[src/hw/pmx_consts.svh]
// register offsets, field positions, reset values and sizes for the port override block
`ifndef PMX_CONSTS_SVH
`define PMX_CONSTS_SVH
`define PMX_OFS_PORT_E   8'h00
`define PMX_OFS_DIR_E    8'h04
`define PMX_OFS_PORT_F   8'h08
`define PMX_OFS_DIR_F    8'h0c
`define PMX_OFS_PORT_G   8'h10
`define PMX_OFS_DIR_G    8'h14
`define PMX_OFS_CTRL     8'h18
`define PMX_OFS_PINS     8'h1c
`define PMX_OFS_TAP      8'h20
`define PMX_CTRL_PUD     0
`define PMX_CTRL_COMPAT  1
`define PMX_REG_RST      8'h00
`define PMX_F_PU_RST     8'hb0
`define PMX_IR_W         4
`define PMX_IR_CAPTURE   4'h1
`define PMX_G_W          5
`endif

[src/hw/pmx_pkg.sv]
// types shared by the port override block
package pmx_pkg;
    typedef struct packed {
        logic       usart0_transmit_enable;
        logic       usart0_receive_enable;
        logic       usart0_sync_mode_select;
        logic       usart0_ext_clock;
        logic       usart0_transmit_line;
        logic [2:0] timer3_compare_enable;  // c, b, a
        logic       timer3_compare_out_c;
        logic       timer3_compare_out_b;
        logic       timer3_compare_out_a;
        logic [3:0] ext_irq_enable;         // seven, six, five, four
        logic       test_port_enable;
        logic       timer0_async_clock_select;
        logic       sleep_digin_off;
    } pmx_periph_t;
    typedef struct packed {
        logic [7:0] e;
        logic [7:0] f;
        logic [4:0] g;
    } pmx_pins_t;
    typedef struct packed {
        logic       usart0_receive_line;
        logic       usart0_ext_clock_in;
        logic [3:0] ext_irq_in;             // seven, six, five, four
        logic       timer3_capture_input;
        logic       timer3_count_input;
        logic       comparator_negative_input;
        logic       comparator_positive_input;
        logic [7:0] analog_pin_tap;
        logic       timer_osc_pin_one;
        logic       timer_osc_pin_two;
    } pmx_taps_t;
    typedef enum logic [3:0] {
        PMX_TLR, PMX_RTI, PMX_SEL_DR, PMX_CAP_DR, PMX_SH_DR, PMX_EX1_DR, PMX_PA_DR,
        PMX_EX2_DR, PMX_UPD_DR, PMX_SEL_IR, PMX_CAP_IR, PMX_SH_IR, PMX_EX1_IR,
        PMX_PA_IR, PMX_EX2_IR, PMX_UPD_IR
    } pmx_tap_state_t;
endpackage : pmx_pkg

[src/hw/pmx_override.sv]
// port e/f/g alternate function override with apb port registers and test port controller
//
// Functional notes
// - receiver enabled forces port e bit 0 to input, level goes to receiver
// - forced receive pin gets pull-up when its output bit is one, pull-ups allowed
// - irq enables force digital input on e7..e4; e5,e4 take timer3 compares c,b
// - transmit enable on e1: pull-up off, output direction, value from transmitter
// - legacy mode makes every port f pin input only, except f6 in shift states while the test port is enabled
// - test port enabled keeps tdi, tms, tck pull-ups active, even in reset
// - f6 drives test output only in shift states, else tri-state without pull-up
// - test port runs on tck; tms steps the controller, tdi feeds scan registers
// - port f bits 3..0 have no digital override, only feed analog channels
// - legacy mode leaves port g to alternate functions, no general digital use
// - timer0 async select frees g4,g3 from the port for the crystal oscillator
//
// Our own choices: the register addresses and the APB slave port.
`timescale 1ns/100ps
`include "pmx_consts.svh"

module pmx_override
    import pmx_pkg::*;
(
    input  wire logic        pclk,
    input  wire logic        presetn,
    input  wire logic        psel,
    input  wire logic        penable,
    input  wire logic        pwrite,
    input  wire logic [7:0]  paddr,
    input  wire logic [31:0] pwdata,
    output logic      [31:0] prdata,
    output logic             pready,
    output logic             pslverr,
    input  wire pmx_periph_t periph,
    input  wire pmx_pins_t   pins_in,
    output pmx_pins_t        pins_out,
    output pmx_pins_t        pins_oe,
    output pmx_pins_t        pins_pu,
    output pmx_taps_t        taps
);
    // ==========================================================
    // override selection
    function automatic logic ovr(input logic en, input logic val, input logic norm);
        return en ? val : norm;
    endfunction : ovr

    function automatic logic mapped(input logic [7:0] a);
        return a <= `PMX_OFS_TAP && a[1:0] == 2'b00;
    endfunction : mapped

    // ==========================================================
    // state
    logic [7:0]     port_e, port_f, dir_e, dir_f, ctrl;
    logic [4:0]     port_g, dir_g;
    logic [7:0]     next_port_e, next_port_f, next_dir_e, next_dir_f, next_ctrl;
    logic [4:0]     next_port_g, next_dir_g;
    logic [31:0]    next_prdata;
    logic           next_pready, next_pslverr;
    pmx_tap_state_t tap, next_tap;
    logic [3:0]     ir_sr, ir, next_ir_sr, next_ir;
    logic           bypass, tdo_q, tck_q, next_bypass, next_tdo_q;
    pmx_pins_t      next_out, next_oe, next_pu, de;
    pmx_taps_t      next_taps;
    logic           global_pullup_disable, compat, jtag, as0, shifting, tck_rise, tck_fall, wr;

    assign global_pullup_disable      = ctrl[`PMX_CTRL_PUD];
    assign compat   = ctrl[`PMX_CTRL_COMPAT];
    assign jtag     = periph.test_port_enable;
    assign as0      = periph.timer0_async_clock_select;
    assign shifting = tap == PMX_SH_IR || tap == PMX_SH_DR;
    assign tck_rise = pins_in.f[4] & ~tck_q;
    assign tck_fall = ~pins_in.f[4] & tck_q;
    assign wr       = psel & penable & pready & pwrite;

    // ==========================================================
    // apb slave: answer one cycle into the access phase
    always_comb
    begin
        next_port_e  = port_e;
        next_port_f  = port_f;
        next_port_g  = port_g;
        next_dir_e   = dir_e;
        next_dir_f   = dir_f;
        next_dir_g   = dir_g;
        next_ctrl    = ctrl;
        next_pready  = psel & penable & ~pready;
        next_pslverr = psel & penable & ~pready & ~mapped(paddr);
        next_prdata  = 32'h0;
        if (wr)
        begin
            case (paddr)
                `PMX_OFS_PORT_E: next_port_e = pwdata[7:0];
                `PMX_OFS_DIR_E:  next_dir_e  = pwdata[7:0];
                `PMX_OFS_PORT_F: next_port_f = pwdata[7:0];
                `PMX_OFS_DIR_F:  next_dir_f  = pwdata[7:0];
                `PMX_OFS_PORT_G: next_port_g = pwdata[4:0];
                `PMX_OFS_DIR_G:  next_dir_g  = pwdata[4:0];
                `PMX_OFS_CTRL:   next_ctrl   = {6'h00, pwdata[1:0]};
                default:         next_ctrl   = ctrl;
            endcase
        end
        if (psel & penable & ~pready & ~pwrite)
        begin
            case (paddr)
                `PMX_OFS_PORT_E: next_prdata = {24'h0, port_e};
                `PMX_OFS_DIR_E:  next_prdata = {24'h0, dir_e};
                `PMX_OFS_PORT_F: next_prdata = {24'h0, port_f};
                `PMX_OFS_DIR_F:  next_prdata = {24'h0, dir_f};
                `PMX_OFS_PORT_G: next_prdata = {27'h0, port_g};
                `PMX_OFS_DIR_G:  next_prdata = {27'h0, dir_g};
                `PMX_OFS_CTRL:   next_prdata = {24'h0, ctrl};
                `PMX_OFS_PINS:   next_prdata = {11'h0, pins_in};
                `PMX_OFS_TAP:    next_prdata = {24'h0, ir, tap};
                default:         next_prdata = 32'h0;
            endcase
        end
    end

    // ==========================================================
    // test port controller, stepped by tck edges seen on f4
    always_comb
    begin
        next_tap    = tap;
        next_ir_sr  = ir_sr;
        next_ir     = ir;
        next_bypass = bypass;
        next_tdo_q  = tdo_q;
        if (!jtag)
            next_tap = PMX_TLR;
        else if (tck_rise)
        begin
            case (tap)
                PMX_TLR:    next_tap = pins_in.f[5] ? PMX_TLR : PMX_RTI;
                PMX_RTI:    next_tap = pins_in.f[5] ? PMX_SEL_DR : PMX_RTI;
                PMX_SEL_DR: next_tap = pins_in.f[5] ? PMX_SEL_IR : PMX_CAP_DR;
                PMX_CAP_DR: next_tap = pins_in.f[5] ? PMX_EX1_DR : PMX_SH_DR;
                PMX_SH_DR:  next_tap = pins_in.f[5] ? PMX_EX1_DR : PMX_SH_DR;
                PMX_EX1_DR: next_tap = pins_in.f[5] ? PMX_UPD_DR : PMX_PA_DR;
                PMX_PA_DR:  next_tap = pins_in.f[5] ? PMX_EX2_DR : PMX_PA_DR;
                PMX_EX2_DR: next_tap = pins_in.f[5] ? PMX_UPD_DR : PMX_SH_DR;
                PMX_UPD_DR: next_tap = pins_in.f[5] ? PMX_SEL_DR : PMX_RTI;
                PMX_SEL_IR: next_tap = pins_in.f[5] ? PMX_TLR : PMX_CAP_IR;
                PMX_CAP_IR: next_tap = pins_in.f[5] ? PMX_EX1_IR : PMX_SH_IR;
                PMX_SH_IR:  next_tap = pins_in.f[5] ? PMX_EX1_IR : PMX_SH_IR;
                PMX_EX1_IR: next_tap = pins_in.f[5] ? PMX_UPD_IR : PMX_PA_IR;
                PMX_PA_IR:  next_tap = pins_in.f[5] ? PMX_EX2_IR : PMX_PA_IR;
                PMX_EX2_IR: next_tap = pins_in.f[5] ? PMX_UPD_IR : PMX_SH_IR;
                PMX_UPD_IR: next_tap = pins_in.f[5] ? PMX_SEL_DR : PMX_RTI;
                default:    next_tap = PMX_TLR;
            endcase
            // tdi shifts into the selected scan register
            case (tap)
                PMX_CAP_IR: next_ir_sr  = `PMX_IR_CAPTURE;
                PMX_SH_IR:  next_ir_sr  = {pins_in.f[7], ir_sr[3:1]};
                PMX_UPD_IR: next_ir     = ir_sr;
                PMX_CAP_DR: next_bypass = 1'b0;
                PMX_SH_DR:  next_bypass = pins_in.f[7];
                default:    next_bypass = bypass;
            endcase
        end
        // output changes on the falling tck so the far end samples it stable
        if (jtag && tck_fall)
            next_tdo_q = (tap == PMX_SH_IR) ? ir_sr[0] : bypass;
    end

    // ==========================================================
    // pin override network
    always_comb
    begin
        next_out.e = port_e;
        next_oe.e  = dir_e;
        next_pu.e  = port_e & ~dir_e & {8{~global_pullup_disable}};
        de.e       = {8{~periph.sleep_digin_off}};
        next_out.f = port_f;
        next_oe.f  = compat ? 8'h00 : dir_f;
        next_pu.f  = port_f & ~next_oe.f & {8{~global_pullup_disable}};
        de.f       = {8{~periph.sleep_digin_off}};
        // legacy mode: no general digital use of port g
        next_out.g = compat ? 5'h00 : port_g;
        next_oe.g  = compat ? 5'h00 : dir_g;
        next_pu.g  = port_g & ~next_oe.g & {5{~global_pullup_disable & ~compat}};
        de.g       = {5{~periph.sleep_digin_off & ~compat}};

        next_oe.e[0] = ovr(periph.usart0_receive_enable, 1'b0, next_oe.e[0]);
        next_pu.e[0] = ovr(periph.usart0_receive_enable, port_e[0] & ~global_pullup_disable,
                           next_pu.e[0]);
        next_pu.e[1]  = ovr(periph.usart0_transmit_enable, 1'b0, next_pu.e[1]);
        next_oe.e[1]  = ovr(periph.usart0_transmit_enable, 1'b1, next_oe.e[1]);
        next_out.e[1] = ovr(periph.usart0_transmit_enable, periph.usart0_transmit_line,
                            next_out.e[1]);
        next_out.e[2] = ovr(periph.usart0_sync_mode_select, periph.usart0_ext_clock,
                            next_out.e[2]);
        next_out.e[3] = ovr(periph.timer3_compare_enable[0], periph.timer3_compare_out_a,
                            next_out.e[3]);
        next_out.e[4] = ovr(periph.timer3_compare_enable[1], periph.timer3_compare_out_b,
                            next_out.e[4]);
        next_out.e[5] = ovr(periph.timer3_compare_enable[2], periph.timer3_compare_out_c,
                            next_out.e[5]);
        for (int i = 0; i < 4; i++)
            de.e[i+4] = ovr(periph.ext_irq_enable[i], 1'b1, de.e[i+4]);

        for (int i = 4; i < 8; i++)
        begin
            // tdi, tms, tck: inputs with pull-up, digital buffer off
            next_pu.f[i] = ovr(jtag, i != 6, next_pu.f[i]);
            next_oe.f[i] = ovr(jtag, 1'b0, next_oe.f[i]);
            de.f[i]      = ovr(jtag, 1'b0, de.f[i]);
        end
        next_oe.f[6]  = ovr(jtag, shifting, next_oe.f[6]);
        next_out.f[6] = ovr(jtag, tdo_q, next_out.f[6]);

        for (int i = 3; i < 5; i++)
        begin
            next_pu.g[i] = ovr(as0, 1'b0, next_pu.g[i]);
            next_oe.g[i] = ovr(as0, 1'b0, next_oe.g[i]);
            de.g[i]      = ovr(as0, 1'b0, de.g[i]);
        end
        next_out.g[4:3] = as0 ? 2'b00 : next_out.g[4:3];

        next_taps.usart0_receive_line       = pins_in.e[0] & de.e[0];
        next_taps.usart0_ext_clock_in       = pins_in.e[2] & de.e[2];
        next_taps.ext_irq_in                = pins_in.e[7:4] & de.e[7:4];
        next_taps.timer3_capture_input      = pins_in.e[7] & de.e[7];
        next_taps.timer3_count_input        = pins_in.e[6] & de.e[6];
        next_taps.comparator_negative_input = pins_in.e[3];
        next_taps.comparator_positive_input = pins_in.e[2];
        next_taps.analog_pin_tap            = pins_in.f;
        next_taps.timer_osc_pin_one         = pins_in.g[4];
        next_taps.timer_osc_pin_two         = pins_in.g[3];
    end

    // ==========================================================
    // registers
    always_ff @(posedge pclk or negedge presetn)
    begin
        if (!presetn)
        begin
            port_e   <= `PMX_REG_RST;
            port_f   <= `PMX_REG_RST;
            port_g   <= 5'h00;
            dir_e    <= `PMX_REG_RST;
            dir_f    <= `PMX_REG_RST;
            dir_g    <= 5'h00;
            ctrl     <= `PMX_REG_RST;
            prdata   <= 32'h0;
            pready   <= 1'b0;
            pslverr  <= 1'b0;
            tap      <= PMX_TLR;
            ir_sr    <= 4'h0;
            ir       <= 4'h0;
            bypass   <= 1'b0;
            tdo_q    <= 1'b0;
            tck_q    <= 1'b1;  // tck idles high on its pull-up: no false rise after reset
            pins_out <= '0;
            pins_oe  <= '0;
            // test pull-ups held through reset; assumes the enable fuse is set
            pins_pu  <= {8'h00, `PMX_F_PU_RST, 5'h00};
            taps     <= '0;
        end
        else
        begin
            port_e   <= next_port_e;
            port_f   <= next_port_f;
            port_g   <= next_port_g;
            dir_e    <= next_dir_e;
            dir_f    <= next_dir_f;
            dir_g    <= next_dir_g;
            ctrl     <= next_ctrl;
            prdata   <= next_prdata;
            pready   <= next_pready;
            pslverr  <= next_pslverr;
            tap      <= next_tap;
            ir_sr    <= next_ir_sr;
            ir       <= next_ir;
            bypass   <= next_bypass;
            tdo_q    <= next_tdo_q;
            tck_q    <= pins_in.f[4];
            pins_out <= next_out;
            pins_oe  <= next_oe;
            pins_pu  <= next_pu;
            taps     <= next_taps;
        end
    end
endmodule : pmx_override

[config.mk]
export PLATFORM = sky130hd
export DESIGN_NAME = pmx_override
export DESIGN_NICKNAME = d
export VERILOG_FILES = /design/src/hw/pmx_pkg.sv /design/src/hw/pmx_override.sv
export VERILOG_INCLUDE_DIRS = /design/src /design/src/hw
export SDC_FILE = /design/constraint.sdc
export NUM_CORES = 1
export LEC_CHECK = 0
export BUFFER_PORTS_ARGS = -buffer_cell sky130_fd_sc_hd__buf_2
export CAP_MARGIN = 10
export CORE_MARGIN = 5
export CORE_UTILIZATION = 30
export CTS_CLUSTER_DIAMETER = 40
export CTS_CLUSTER_SIZE = 14
export DETAILED_ROUTE_END_ITERATION = 12
export PLACE_DENSITY = 0.52
export SLEW_MARGIN = 20
export SYNTH_ARGS = -nofsm -noshare
export SYNTH_HDL_FRONTEND = slang
export SYNTH_SLANG_ARGS = --single-unit
[constraint.sdc]
create_clock -name pclk -period 3 [get_ports pclk]
set_input_delay 0 -clock pclk [delete_from_list [all_inputs] [get_ports pclk]]
set_output_delay 0 -clock pclk [all_outputs]
set_load 0.01 [all_outputs]
======== Word-level counts from Yosys, hierarchy flattened ========
Cells that the tools add are included.
word-level totals
  register bits ........................... 176
  input bits .............................. 84
  output and inout bits ................... 117
  logic and storage cells ................. 163
operators by class
  $lt $le $gt $ge ......................... 1
  eq/ne operators ......................... 24
  mux-type cells .......................... 50
  bitwise logic cells ..................... 32
  reduce and logical (&&, ||, !) cells .... 21
operators by type and width
  kind                                                                               number
  21-bit one-hot mux with 9 select lines                                             1
  4-bit one-hot mux with 12 select lines                                             1
  8-bit AND                                                                          4
  4-bit equality test (second input constant)                                        8
  8-bit by 5-bit equality test with 1-bit output (second input constant)             4
  1-bit 2-to-1 mux                                                                   30
  4-bit 2-to-1 mux                                                                   6
  21-bit 2-to-1 mux                                                                  1
  4-bit by 3-bit equality test with 1-bit output (second input constant)             4
  8-bit by 4-bit equality test with 1-bit output (second input constant)             2
  8-bit NOT                                                                          2
  1-bit AND                                                                          14
  2-bit AND reduction                                                                7
  5-bit AND                                                                          2
  5-bit 2-to-1 mux                                                                   2
  3-bit AND reduction                                                                3
  4-bit by 2-bit equality test with 1-bit output (second input constant)             2
  8-bit by 3-bit equality test with 1-bit output (second input constant)             1
  8-bit by 6-bit equality test with 1-bit output (second input constant)             1
  8-bit by 6-bit less-or-equal comparator with 1-bit output (second input constant)  1
  8-bit zero test                                                                    1
  2-bit 2-to-1 mux                                                                   4
  8-bit 2-to-1 mux                                                                   1
  1-bit NOT                                                                          8
  14 further kinds                                                                   18

======== Longest topological paths before layout ========
Gate-level depths: netlist of the first run.
  depth in word-level cells ............... 5
  depth in mapped cells ................... 7
  gate-level depth less buffers ........... 5

======== Worst setup path after synthesis of the first run ========
Ideal clock, no wire load.
  kind .................................... reg2reg
  start ................................... reg tck_q
  end ..................................... reg ir[0]
  library setup time ...................... 0.125 ns
  arrival ................................. 1.472 ns
  required time ........................... 2.875 ns
  path slack .............................. 1.403 ns
  cell stages (with the launch flop) ...... 6
  path buffers ............................ 1
  clock period less this slack ............ 1.597 ns
  path through ............................ dfstp_2 > nor2b_1 > and2_1 > and3_1 > clkbuf_1 > mux2_2
on the way
  word-level cells in the longest chain between the ends .. 3
ends and longest elaborated chain
  element                               RTL line             text
  start: declaration                    pmx_override.sv:60   logic bypass, tdo_q, tck_q, next_bypass, next_tdo_q;
  start signal: assignment              pmx_override.sv:276  tck_q <= pins_in.f[4];
  1-bit NOT                             pmx_override.sv:70   assign tck_rise = pins_in.f[4] & ~tck_q;
  1-bit AND                             pmx_override.sv:70
  3-bit AND reduction (no source line)  --
  end signal: assignment                pmx_override.sv:273  ir <= next_ir;
  end: declaration                      pmx_override.sv:59   logic [3:0] ir_sr, ir, next_ir_sr, next_ir;
Every way passes these cells.
A chain may end at the register's enable or synchronous reset.

======== Final worst setup path of the first run ========
  start ................................... in paddr[1]
  end ..................................... reg prdata[17]
on the way
  word-level cells in the longest chain between the ends .. 3
  elaborated cells between the ends (all ways) .. 11
  those cells by class .................... eq/ne (8); mux (2); reduce/logical (1)
ends and longest elaborated chain
  element                                                                 RTL line             text
  start: declaration                                                      pmx_override.sv:28   input wire logic [7:0] paddr,
  8-bit by 6-bit equality test with 1-bit output (tied with other cells)  pmx_override.sv:103  case (paddr)
  21-bit one-hot mux with 9 select lines *                                pmx_override.sv:103
  21-bit 2-to-1 mux *                                                     pmx_override.sv:101  if (psel & penable & ~pready & ~pwrite)
  via next_prdata[17]                                                     pmx_override.sv:56   logic [31:0] next_prdata;
  end signal: assignment                                                  pmx_override.sv:268  prdata <= next_prdata;
  end: declaration                                                        pmx_override.sv:30   output logic [31:0] prdata,
The timed path passes the listed nets; every way through them passes the cells marked *.

==> results of run 1 <==
kinds of logic after synthesis:
| kind of cell | synth area share [%] |
|---|---|
| other | 0.0577 |
| AO/OA/AOI/OAI | 6.53 |
| AND/OR/NAND/NOR | 15.0 |
| buffers and inverters | 3.29 |
| multiplexers | 12.3 |
| flip-flops | 62.8 |
flip-flops by register name, indices dropped and copies added, names as in the netlist, 2 cells and up:
register	flops
pins_out	21
tap	4
prdata	21
ir	4
dir_e	8
ctrl	2
port_f	8
taps	18
ir_sr	4
port_g	5
pins_pu	21
dir_g	5
dir_f	8
pins_oe	21
port_e	8
repair_timing:
| item | in CTS | in global routing |
|---|---|---|
| buffers inserted | 0 | 0 |
| hold buffers | 51 | 0 |
| hold endpoints to repair | 189 | 0 |
| gates resized for setup | 0 | 0 |
critical path, stage by stage:
cell           delay (ns)
dlygate4sd3_1        0.55
buf_2                0.17
or4_1                0.62
nor3b_2              0.22
o21ai_2              0.17
nor3_2               0.52
and2_1               0.23
layout by cell type, fill, tap and decap left out, types with 2 or more instances in the layout:
cell type | synthesis | final
a211oi_1 | 3 | 3
a21boi_0 | 6 | 6
a21oi_1 | 13 | 13
a22oi_1 | 4 | 4
a31o_2 | 3 | 3
a31oi_1 | 5 | 5
a32o_1 | 2 | 2
a32oi_1 | 3 | 3
and2_1 | 25 | 25
and3_1 | 3 | 3
buf_2 | 3 | 164
buf_4 | 14 | 3
clkbuf_16 | 0 | 17
clkinv_2 | 0 | 3
clkinv_4 | 0 | 5
clkinvlp_4 | 0 | 2
conb_1 | 1 | 11
dfrtp_1 | 159 | 159
dfstp_2 | 4 | 4
dlygate4sd3_1 | 0 | 51
inv_1 | 7 | 7
inv_6 | 0 | 3
mux2_2 | 57 | 57
mux2i_1 | 11 | 11
mux4_2 | 2 | 2
nand2_1 | 30 | 30
nand2b_1 | 8 | 8
nand3_1 | 8 | 8
nand3b_1 | 5 | 5
nor2_1 | 19 | 19
nor2_4 | 3 | 3
nor2b_1 | 20 | 20
nor3_1 | 8 | 8
nor3b_1 | 18 | 18
nor4_1 | 5 | 5
nor4b_1 | 4 | 4
o21ai_0 | 12 | 12
o22ai_1 | 2 | 2
per-layer routing:
metal	track usage (%)	share of wire [%]
met4	3.97	0.73
met5	0	0
met3	3.71	7.1
met1	20.7	45
met2	24.4	47
area by class of cell:
class | instances | area share, %
clock buffer | 18 | 5.08
clock inverter | 14 | 1.50
inverter | 7 | 0.304
multi-input combinational | 310 | 25.9
sequential | 163 | 47.2
tap | 275 | 3.98
timing repair buffer | 220 | 16.0
worst paths after layout:
check / slack, ns / depth (start not counted) / end / start
worst max-delay path: 0.87 / 7 / prdata[17] / paddr[1]
worst min-delay path: 0.07 / 4 / prdata[3] / pwrite
worst max register to register: 0.93 / 5 / prdata[17] / pready
worst min register to register: 0.44 / 0 / pins_out[7] / port_f[2]
max in group asynchronous: 1.82 / 3 / dir_g[4] / presetn
min in group asynchronous: 0.20 / 2 / taps[7] / presetn
report_power, final:
| part | switching [mW] | internal (mW) | total (mW) |
|---|---|---|---|
| clock network | 0.911 | 1.17 | 2.08 |
| registers | 0.0188 | 2.23 | 2.25 |
| logic | 0.169 | 0.130 | 0.299 |
==> qor.yml, run 1 <==
timing:
  holdWs_ns: 0.0657
  fmax_ghz: 0.470
  setup_viol: 0
  rsz0062_at_grt: "no"
  post-route-min-period_ns: 2.13
  skew_ns: 0.0153
  finalMaxSlewViolations: 0
  worst_pin_slew_ns: 0.888
  setup_ws_ns: 0.874
  relSlewSlack_pct: 40.2
  fin_setup_tns_ns: 0
  hold_viol_final: 0
  fin_crit_sh_pct: 70.9
cts:
  cts_sinks: 163
  h-tree-depth: 4
  clockBufferDepth: 2
  clk_pin_slew_ns: 0.06
  root_buffer: "clkbuf_16"
  clk_latency_ns: 0.43
  cts_tree: "yes"
  numCtsBuffers: 17
floorplanning:
  fp.dieH_um: 157
  dieWidth_um: 157
  rows: 53
  coreArea_mm2: 0.0212
  die-area_mm2: 0.0247
  ios: 201
  start_util_pct: 30.7
grt:
  grt_usage_pct: 15.2
  antenna_found_initial: 0
  grt_pass1_wl_um: 28700
  grt_overflow: 0
  grt_max_degree: 86
  grt_pass1_vias: 5046
placed_design:
  dp_cells: 924
  place_congestion: 0.819
  hpwl_um: 13200
  io_buffers: 165
  pre_cts_ws_ns: 0.716
  placed_area_mm2: 0.00757
layout:
  layoutNonFillerInstCount: 1007
  diodes: 0
  nFillCells: 2012
  final_nets: 803
  area_growth_pct: 33.1
  drive_above_1_share_pct: 38.0
  multiInputGateArea_mm2: 0.00224
  seqCellArea_mm2: 0.00408
  fin_util_pct: 40.9
  final_cell_area_mm2: 0.00865
pwr:
  power_density_mw_per_mm2: 536
  power.total_mw: 4.63
  ir_drop_v: 0.000325
  p_leak_nw: 4.39
detailed_routing:
  avgRoutedWirePerCell_um: 18.2
  dr.pass1.iters: 4
  routed_wl_um: 18400
  drcViolationCount: 0
  ant_nets: 0
  drt_iter0_drc: 307
  dr_total_vias: 4719
  vias_per_cell: 4.69
worst_setup_path:
  required_ns: 3.35
  crit_arrival_ns: 2.48
  startpoint_type: "input port"
  crit_path_end_kind: "flop"
  worstSetupPathType: "input port to flop"
  path_max_fanout: 13
run_status:
  status: "complete, no violations"
synth:
  async_reset_ff_share_pct: 100
  netlist_area_mm2: 0.00650
  ys_types: 54
  yosysTopAreaCellShare_pct: 61.2
  yosys_warnings: 0
  ys_seq_area_share_pct: 62.8
  synth-main-ff-cell: "dfrtp_1"
  avgSynthCellArea_um2: 12.9
  synth_commonest_cells: "dfrtp_1 (159), mux2_2 (57), nand2_1 (30)"
  yosys.area.top_type: "dfrtp_1"
  synth_edf_count: 0
  synth-seq-cells: 163
  syn_inst: 505
  synth.most_common_cell: "dfrtp_1"
  synthTopCellsByArea: "dfrtp_1 (61%), mux2_2 (9.9%), and2_1 (2.4%)"
run:
  max-cap-violations: 0
hold_path:
  hp-class: "input port to flop"
No activity file was read; power rests on OpenSTA's default activity.
==> inputs of run 2 (changes only) <==
- clock period: 3 -> 2 ns (I/O delays scaled with it)
==> run 2 against run 1 <==
Final cell count up 1.6%. First-iteration DRC count down 28%. Via count up 1.4%. Critical path depth up 1. Sequential share of layout area down 1.2 points.
==> qor.yml, run 2 (synthesis results as in run 1) <==
run_status:
  status: "complete, no violations"
detailed_routing:
  ant_nets: 0  # unchanged
  drcViolationCount: 0  # unchanged
  drt_iter0_drc: 222  # -28%
  vias_per_cell: 4.68  # -0.23%
  routed_wl_um: 18300  # -0.34%
  avgRoutedWirePerCell_um: 17.9  # -1.9%
  dr.pass1.iters: 4  # unchanged
  dr_total_vias: 4783  # +1.4%
pwr:
  p_leak_nw: 4.52  # +2.9%
  ir_drop_v: 0.000542  # +67%
  power_density_mw_per_mm2: 829  # +55%
timing:
  fin_setup_tns_ns: 0  # unchanged
  setup_viol: 0  # unchanged
  fin_crit_sh_pct: 97.0
  relSlewSlack_pct: 65.8  # +26 points
  skew_ns: 0.00871  # -0.00659 ns
  post-route-min-period_ns: 1.94
  worst_pin_slew_ns: 0.509  # -0.380 ns
  hold_viol_final: 0  # unchanged
  rsz0062_at_grt: "no"
  setup_ws_ns: 0.0608  # -0.813 ns
  finalMaxSlewViolations: 0  # unchanged
  fmax_ghz: 0.516
cts:
  cts_setup_buffers: 0  # unchanged
  clk_latency_ns: 0.43  # about the same
  numCtsBuffers: 17  # unchanged
  h-tree-depth: 4  # unchanged
  clockBufferDepth: 2  # unchanged
  cts_sinks: 163  # unchanged
  cts_tree: "yes"
  clk_pin_slew_ns: 0.06  # about the same
  root_buffer: "clkbuf_16"
layout:
  layout_common_cells: "buf_2 (164), dfrtp_1 (159), mux2_2 (57)"
  drive_above_1_share_pct: 39.4  # +1.4 points
  area_growth_pct: 36.4
  layoutNonFillerInstCount: 1023  # +1.6%
  fin_util_pct: 41.9  # +1.0 points
  final_nets: 818  # +1.9%
  layout_commonest_cell: "buf_2"
  final_cell_area_mm2: 0.00886  # +2.5%
worst_setup_path:
  critical-path-max-stage-delay_ns: 0.68  # +0.06 ns
  worstSetupPathType: "input port to flop"
  cpMaxStageDelayCell: "or4_1"
  crit_arrival_ns: 2.30  # -0.18 ns
  path_max_fanout: 13  # unchanged
  startpoint_type: "input port"
  crit_path_end_kind: "flop"
  crit_family: "simple AND/OR/NAND/NOR gates"
  cp_cell_sequence: "dlygate4sd3_1 > buf_2 > or4_1 > nor3b_2 > o21ai_2 > nor3_2 > buf_4 > and2_1"
  required_ns: 2.36  # -0.99 ns
  crit_buf_inv: 3  # +1
placed_design:
  place_congestion: 0.842  # +2.8%
  placed_area_mm2: 0.00770  # +1.8%
  hpwl_um: 13400  # +1.6%
  pre_cts_ws_ns: 0.246  # -0.470 ns
  dp_cells: 939  # +1.6%
  io_buffers: 165  # unchanged
floorplanning:
  rows: 53  # unchanged
  coreArea_mm2: 0.0212  # unchanged
  fp.dieH_um: 157  # unchanged
  dieWidth_um: 157  # unchanged
  ios: 201  # unchanged
  die-area_mm2: 0.0247  # unchanged
  start_util_pct: 30.7  # unchanged
grt:
  grt_usage_pct: 15.3  # +0.099 points
  grt_overflow: 0  # unchanged
  grt_max_degree: 63  # -27%
  grt_pass1_vias: 5154  # +2.1%
  antenna_found_initial: 2  # +2
  grt_pass1_wl_um: 28900  # +1.0%
run:
  max-cap-violations: 0  # unchanged
hold_path:
  hp-class: "input port to flop"
[run 2: layout make-up]
type                       count  area, um2
antenna                        1       2.50
sequential                   163       4080
tap                          275        344
clock buffer                  17        425
clock inverter                15        215
timing repair buffer         235       1520
fill                        1991      12300
inverter                       7       26.3
multi-input combinational    310       2240
[run 2: path summary, 6_finish.rpt]
path	startpoint	endpoint	slack, ns	cells after the start
hold / removal	paddr[4]	prdata[1]	0.07	3
min in group asynchronous	presetn	tap[3]	0.10	2
setup / recovery	paddr[1]	prdata[17]	0.06	8
max in group asynchronous	presetn	pins_pu[9]	1.17	3
setup reg to reg	pready	prdata[17]	0.21	7
hold reg to reg	port_f[3]	pins_out[8]	0.43	0
[run 2: worst min-delay path: stages]
cell and delay (ns):
buf_2 0.24, nand4_1 0.13, a31oi_1 0.09
[run 2: power by group]
group	leakage (nW)	switching, mW	total (mW)	internal [mW]
combinational	1.99	0.256	0.462	0.206
clock	0.316	1.39	3.52	2.13
sequential	2.21	0.0257	3.37	3.34
total	4.52	1.67	7.35	5.68
[run 2: per-layer routing]
metal  up-vias  global-route usage (%)  part of all wire, %
met5         -                       0                0.038
met4         2                    4.26                  1.3
met3        19                    4.04                  6.9
met2       160                    24.5                   47
met1      2390                    20.5                   44
li1       2212                       -                    -
[run 2: timing repair]
item / in CTS / in global routing
setup endpoints to repair: 0 / 1
gates resized for setup: 0 / 1
endpoints found under the hold margin: 266 / 0
hold buffers: 51 / 0
[run 2: per-stage QoR]
stage	hold slack, ns	power [mW]
floorplan	-0.296	3.59
finish	0.0736	7.35
detailed placement	-0.0118	3.82
CTS	0.0418	7.46
global route	0.0988	7.64
global placement	-0.0153	3.81
==> inputs of run 3 (changes only) <==
- CORE_MARGIN: 5 -> not set
==> run 3 against run 2 <==
Sequential power about the same. First-iteration DRC count increased by 1.8%. Clock power fell by 8.2%. Critical path depth fell by 4. Highest routed layer is now met4.
==> qor.yml, run 3 (synthesis results as in run 1) <==
hold_path:
  hp-class: "input port to flop"
  whs_path_depth: 4  # +1
timing:
  setup_ws_ns: 0.213  # +0.152 ns
  worst_pin_slew_ns: 0.595  # +0.0860 ns
  relSlewSlack_pct: 60.4  # -5.4 points
  hold_viol_final: 0  # unchanged
  fin_crit_sh_pct: 89.4  # -7.6 points
  setup_viol: 0  # unchanged
  skew_ns: 0.0101  # +0.00137 ns
  post-route-min-period_ns: 1.79  # -0.152 ns
  holdWs_ns: 0.0645  # -0.00902 ns
  fin_setup_tns_ns: 0  # unchanged
  fmax_ghz: 0.559  # +8.5%
  finalMaxSlewViolations: 0  # unchanged
  rsz0062_at_grt: "no"
pwr:
  p_leak_nw: 4.49  # -0.72%
  power_density_mw_per_mm2: 805  # -3.0%
  ir_drop_v: 0.000526  # -3.0%
placed_design:
  io_buffers: 165  # unchanged
  place_congestion: 0.775  # -8.0%
  pre_cts_ws_ns: 0.248  # +0.00236 ns
  placed_area_mm2: 0.00771  # about the same
  hpwl_um: 12700  # -5.8%
layout:
  layout_common_cells: "buf_2 (164), dfrtp_1 (159), mux2_2 (57)"
  seqCellArea_mm2: 0.00408  # unchanged
  final_nets: 817  # -0.12%
  multiInputGateArea_mm2: 0.00224  # -0.28%
  layout_commonest_cell: "buf_2"
  nFillCells: 2041  # +2.5%
  diodes: 0  # -1
  final_cell_area_mm2: 0.00878  # -0.96%
  area_growth_pct: 35.1
  drive_above_1_share_pct: 39.5  # +0.19 points
cts:
  clk_latency_ns: 0.42  # about the same
  clockBufferDepth: 2  # unchanged
  numCtsBuffers: 17  # unchanged
  cts_sinks: 163  # unchanged
  cts_tree: "yes"
  clk_pin_slew_ns: 0.07  # about the same
  h-tree-depth: 4  # unchanged
  root_buffer: "clkbuf_16"
grt:
  antenna_found_initial: 0  # -2
  grt_pass1_vias: 5003  # -2.9%
  grt_pass1_wl_um: 27700  # -4.3%
  grt_max_degree: 60  # -4.8%
  grt_usage_pct: 16.7  # +1.5 points
  grt_overflow: 0  # unchanged
floorplanning:
  rows: 53  # unchanged
  fp.dieH_um: 149  # -5.1%
  start_util_pct: 30.7  # unchanged
  die-area_mm2: 0.0223  # -9.9%
  dieWidth_um: 149  # -5.1%
  coreArea_mm2: 0.0212  # unchanged
  ios: 201  # unchanged
worst_setup_path:
  r2r_cells: 4  # -3
  startpoint_type: "flop"
  path_max_fanout: 6  # -7
  crit_arrival_ns: 2.09  # -0.21 ns
  required_ns: 2.30  # -0.06 ns
  worstSetupPathType: "flop to flop"
  crit_path_end_kind: "flop"
detailed_routing:
  avgRoutedWirePerCell_um: 17.2  # -4.1%
  drcViolationCount: 0  # unchanged
  drt_iter0_drc: 226  # +1.8%
  dr_total_vias: 4703  # -1.7%
  routed_wl_um: 17500  # -4.3%
  dr.pass1.iters: 4  # unchanged
  ant_nets: 0  # unchanged
  vias_per_cell: 4.61  # -1.5%
run_status:
  status: "complete, no violations"
run:
  max-cap-violations: 0  # unchanged
run 3: routing by layer:
metal / GRT usage [%] / vias to the layer above / wire length (um)
met2: 27.4 / 158 / 8280
li1: - / 2203 / -
met3: 4.13 / 14 / 984
met1: 22.0 / 2328 / 8090
met5: 0 / - / 0
met4: 4.44 / 0 / 161
run 3: through the flow:
| stage | utilization [%] | cells | power (mW) |
|---|---|---|---|
| CTS | 41.5 | 1021 | 7.15 |
| global route | 41.5 | 1021 | 7.35 |
| detailed placement | 36.4 | 941 | 3.82 |
| global placement | 36.4 | 941 | 3.81 |
| finish | 41.5 | 1021 | 7.06 |
| floorplan | - | 515 | 3.59 |
run 3: worst max-delay path: stages, from the launching register on:
cell	delay, ns
dfstp_2	0.37
nor2b_1	0.34
and2_1	0.29
and3_1	0.30
mux2_2	0.37
run 3: repair_timing:
| item | 4_1_cts | 5_1_grt |
|---|---|---|
| hold buffers | 48 | 0 |
| endpoints found under the hold margin | 158 | 0 |
| setup buffers | 0 | 0 |
| gates resized for setup | 0 | 0 |
run 3: path summary, 6_finish.rpt:
path,startpoint,to,slack (ns)
max in group asynchronous,presetn,pins_pu[9],1.19
setup / recovery,tck_q,ir[1],0.21
setup reg to reg,tck_q,ir[1],0.21
hold reg to reg,port_f[1],pins_out[6],0.44
hold / removal,paddr[0],prdata[1],0.06
min in group asynchronous,presetn,taps[7],0.12
run 3: area by class of cell:
cell class                 instances  area share (%)
sequential                       163            46.5
multi-input combinational        310            25.5
timing repair buffer             234            17.0
clock buffer                      18            5.00
tap                              275            3.92
clock inverter                    14            1.74
inverter                           7           0.299
run 3: power breakdown:
part	leakage, nW	internal (mW)	switching, mW	total (mW)
registers	2.21	3.34	0.0248	3.37
clock network	0.290	1.89	1.34	3.23
logic	1.99	0.204	0.257	0.461
total	4.49	5.44	1.63	7.06
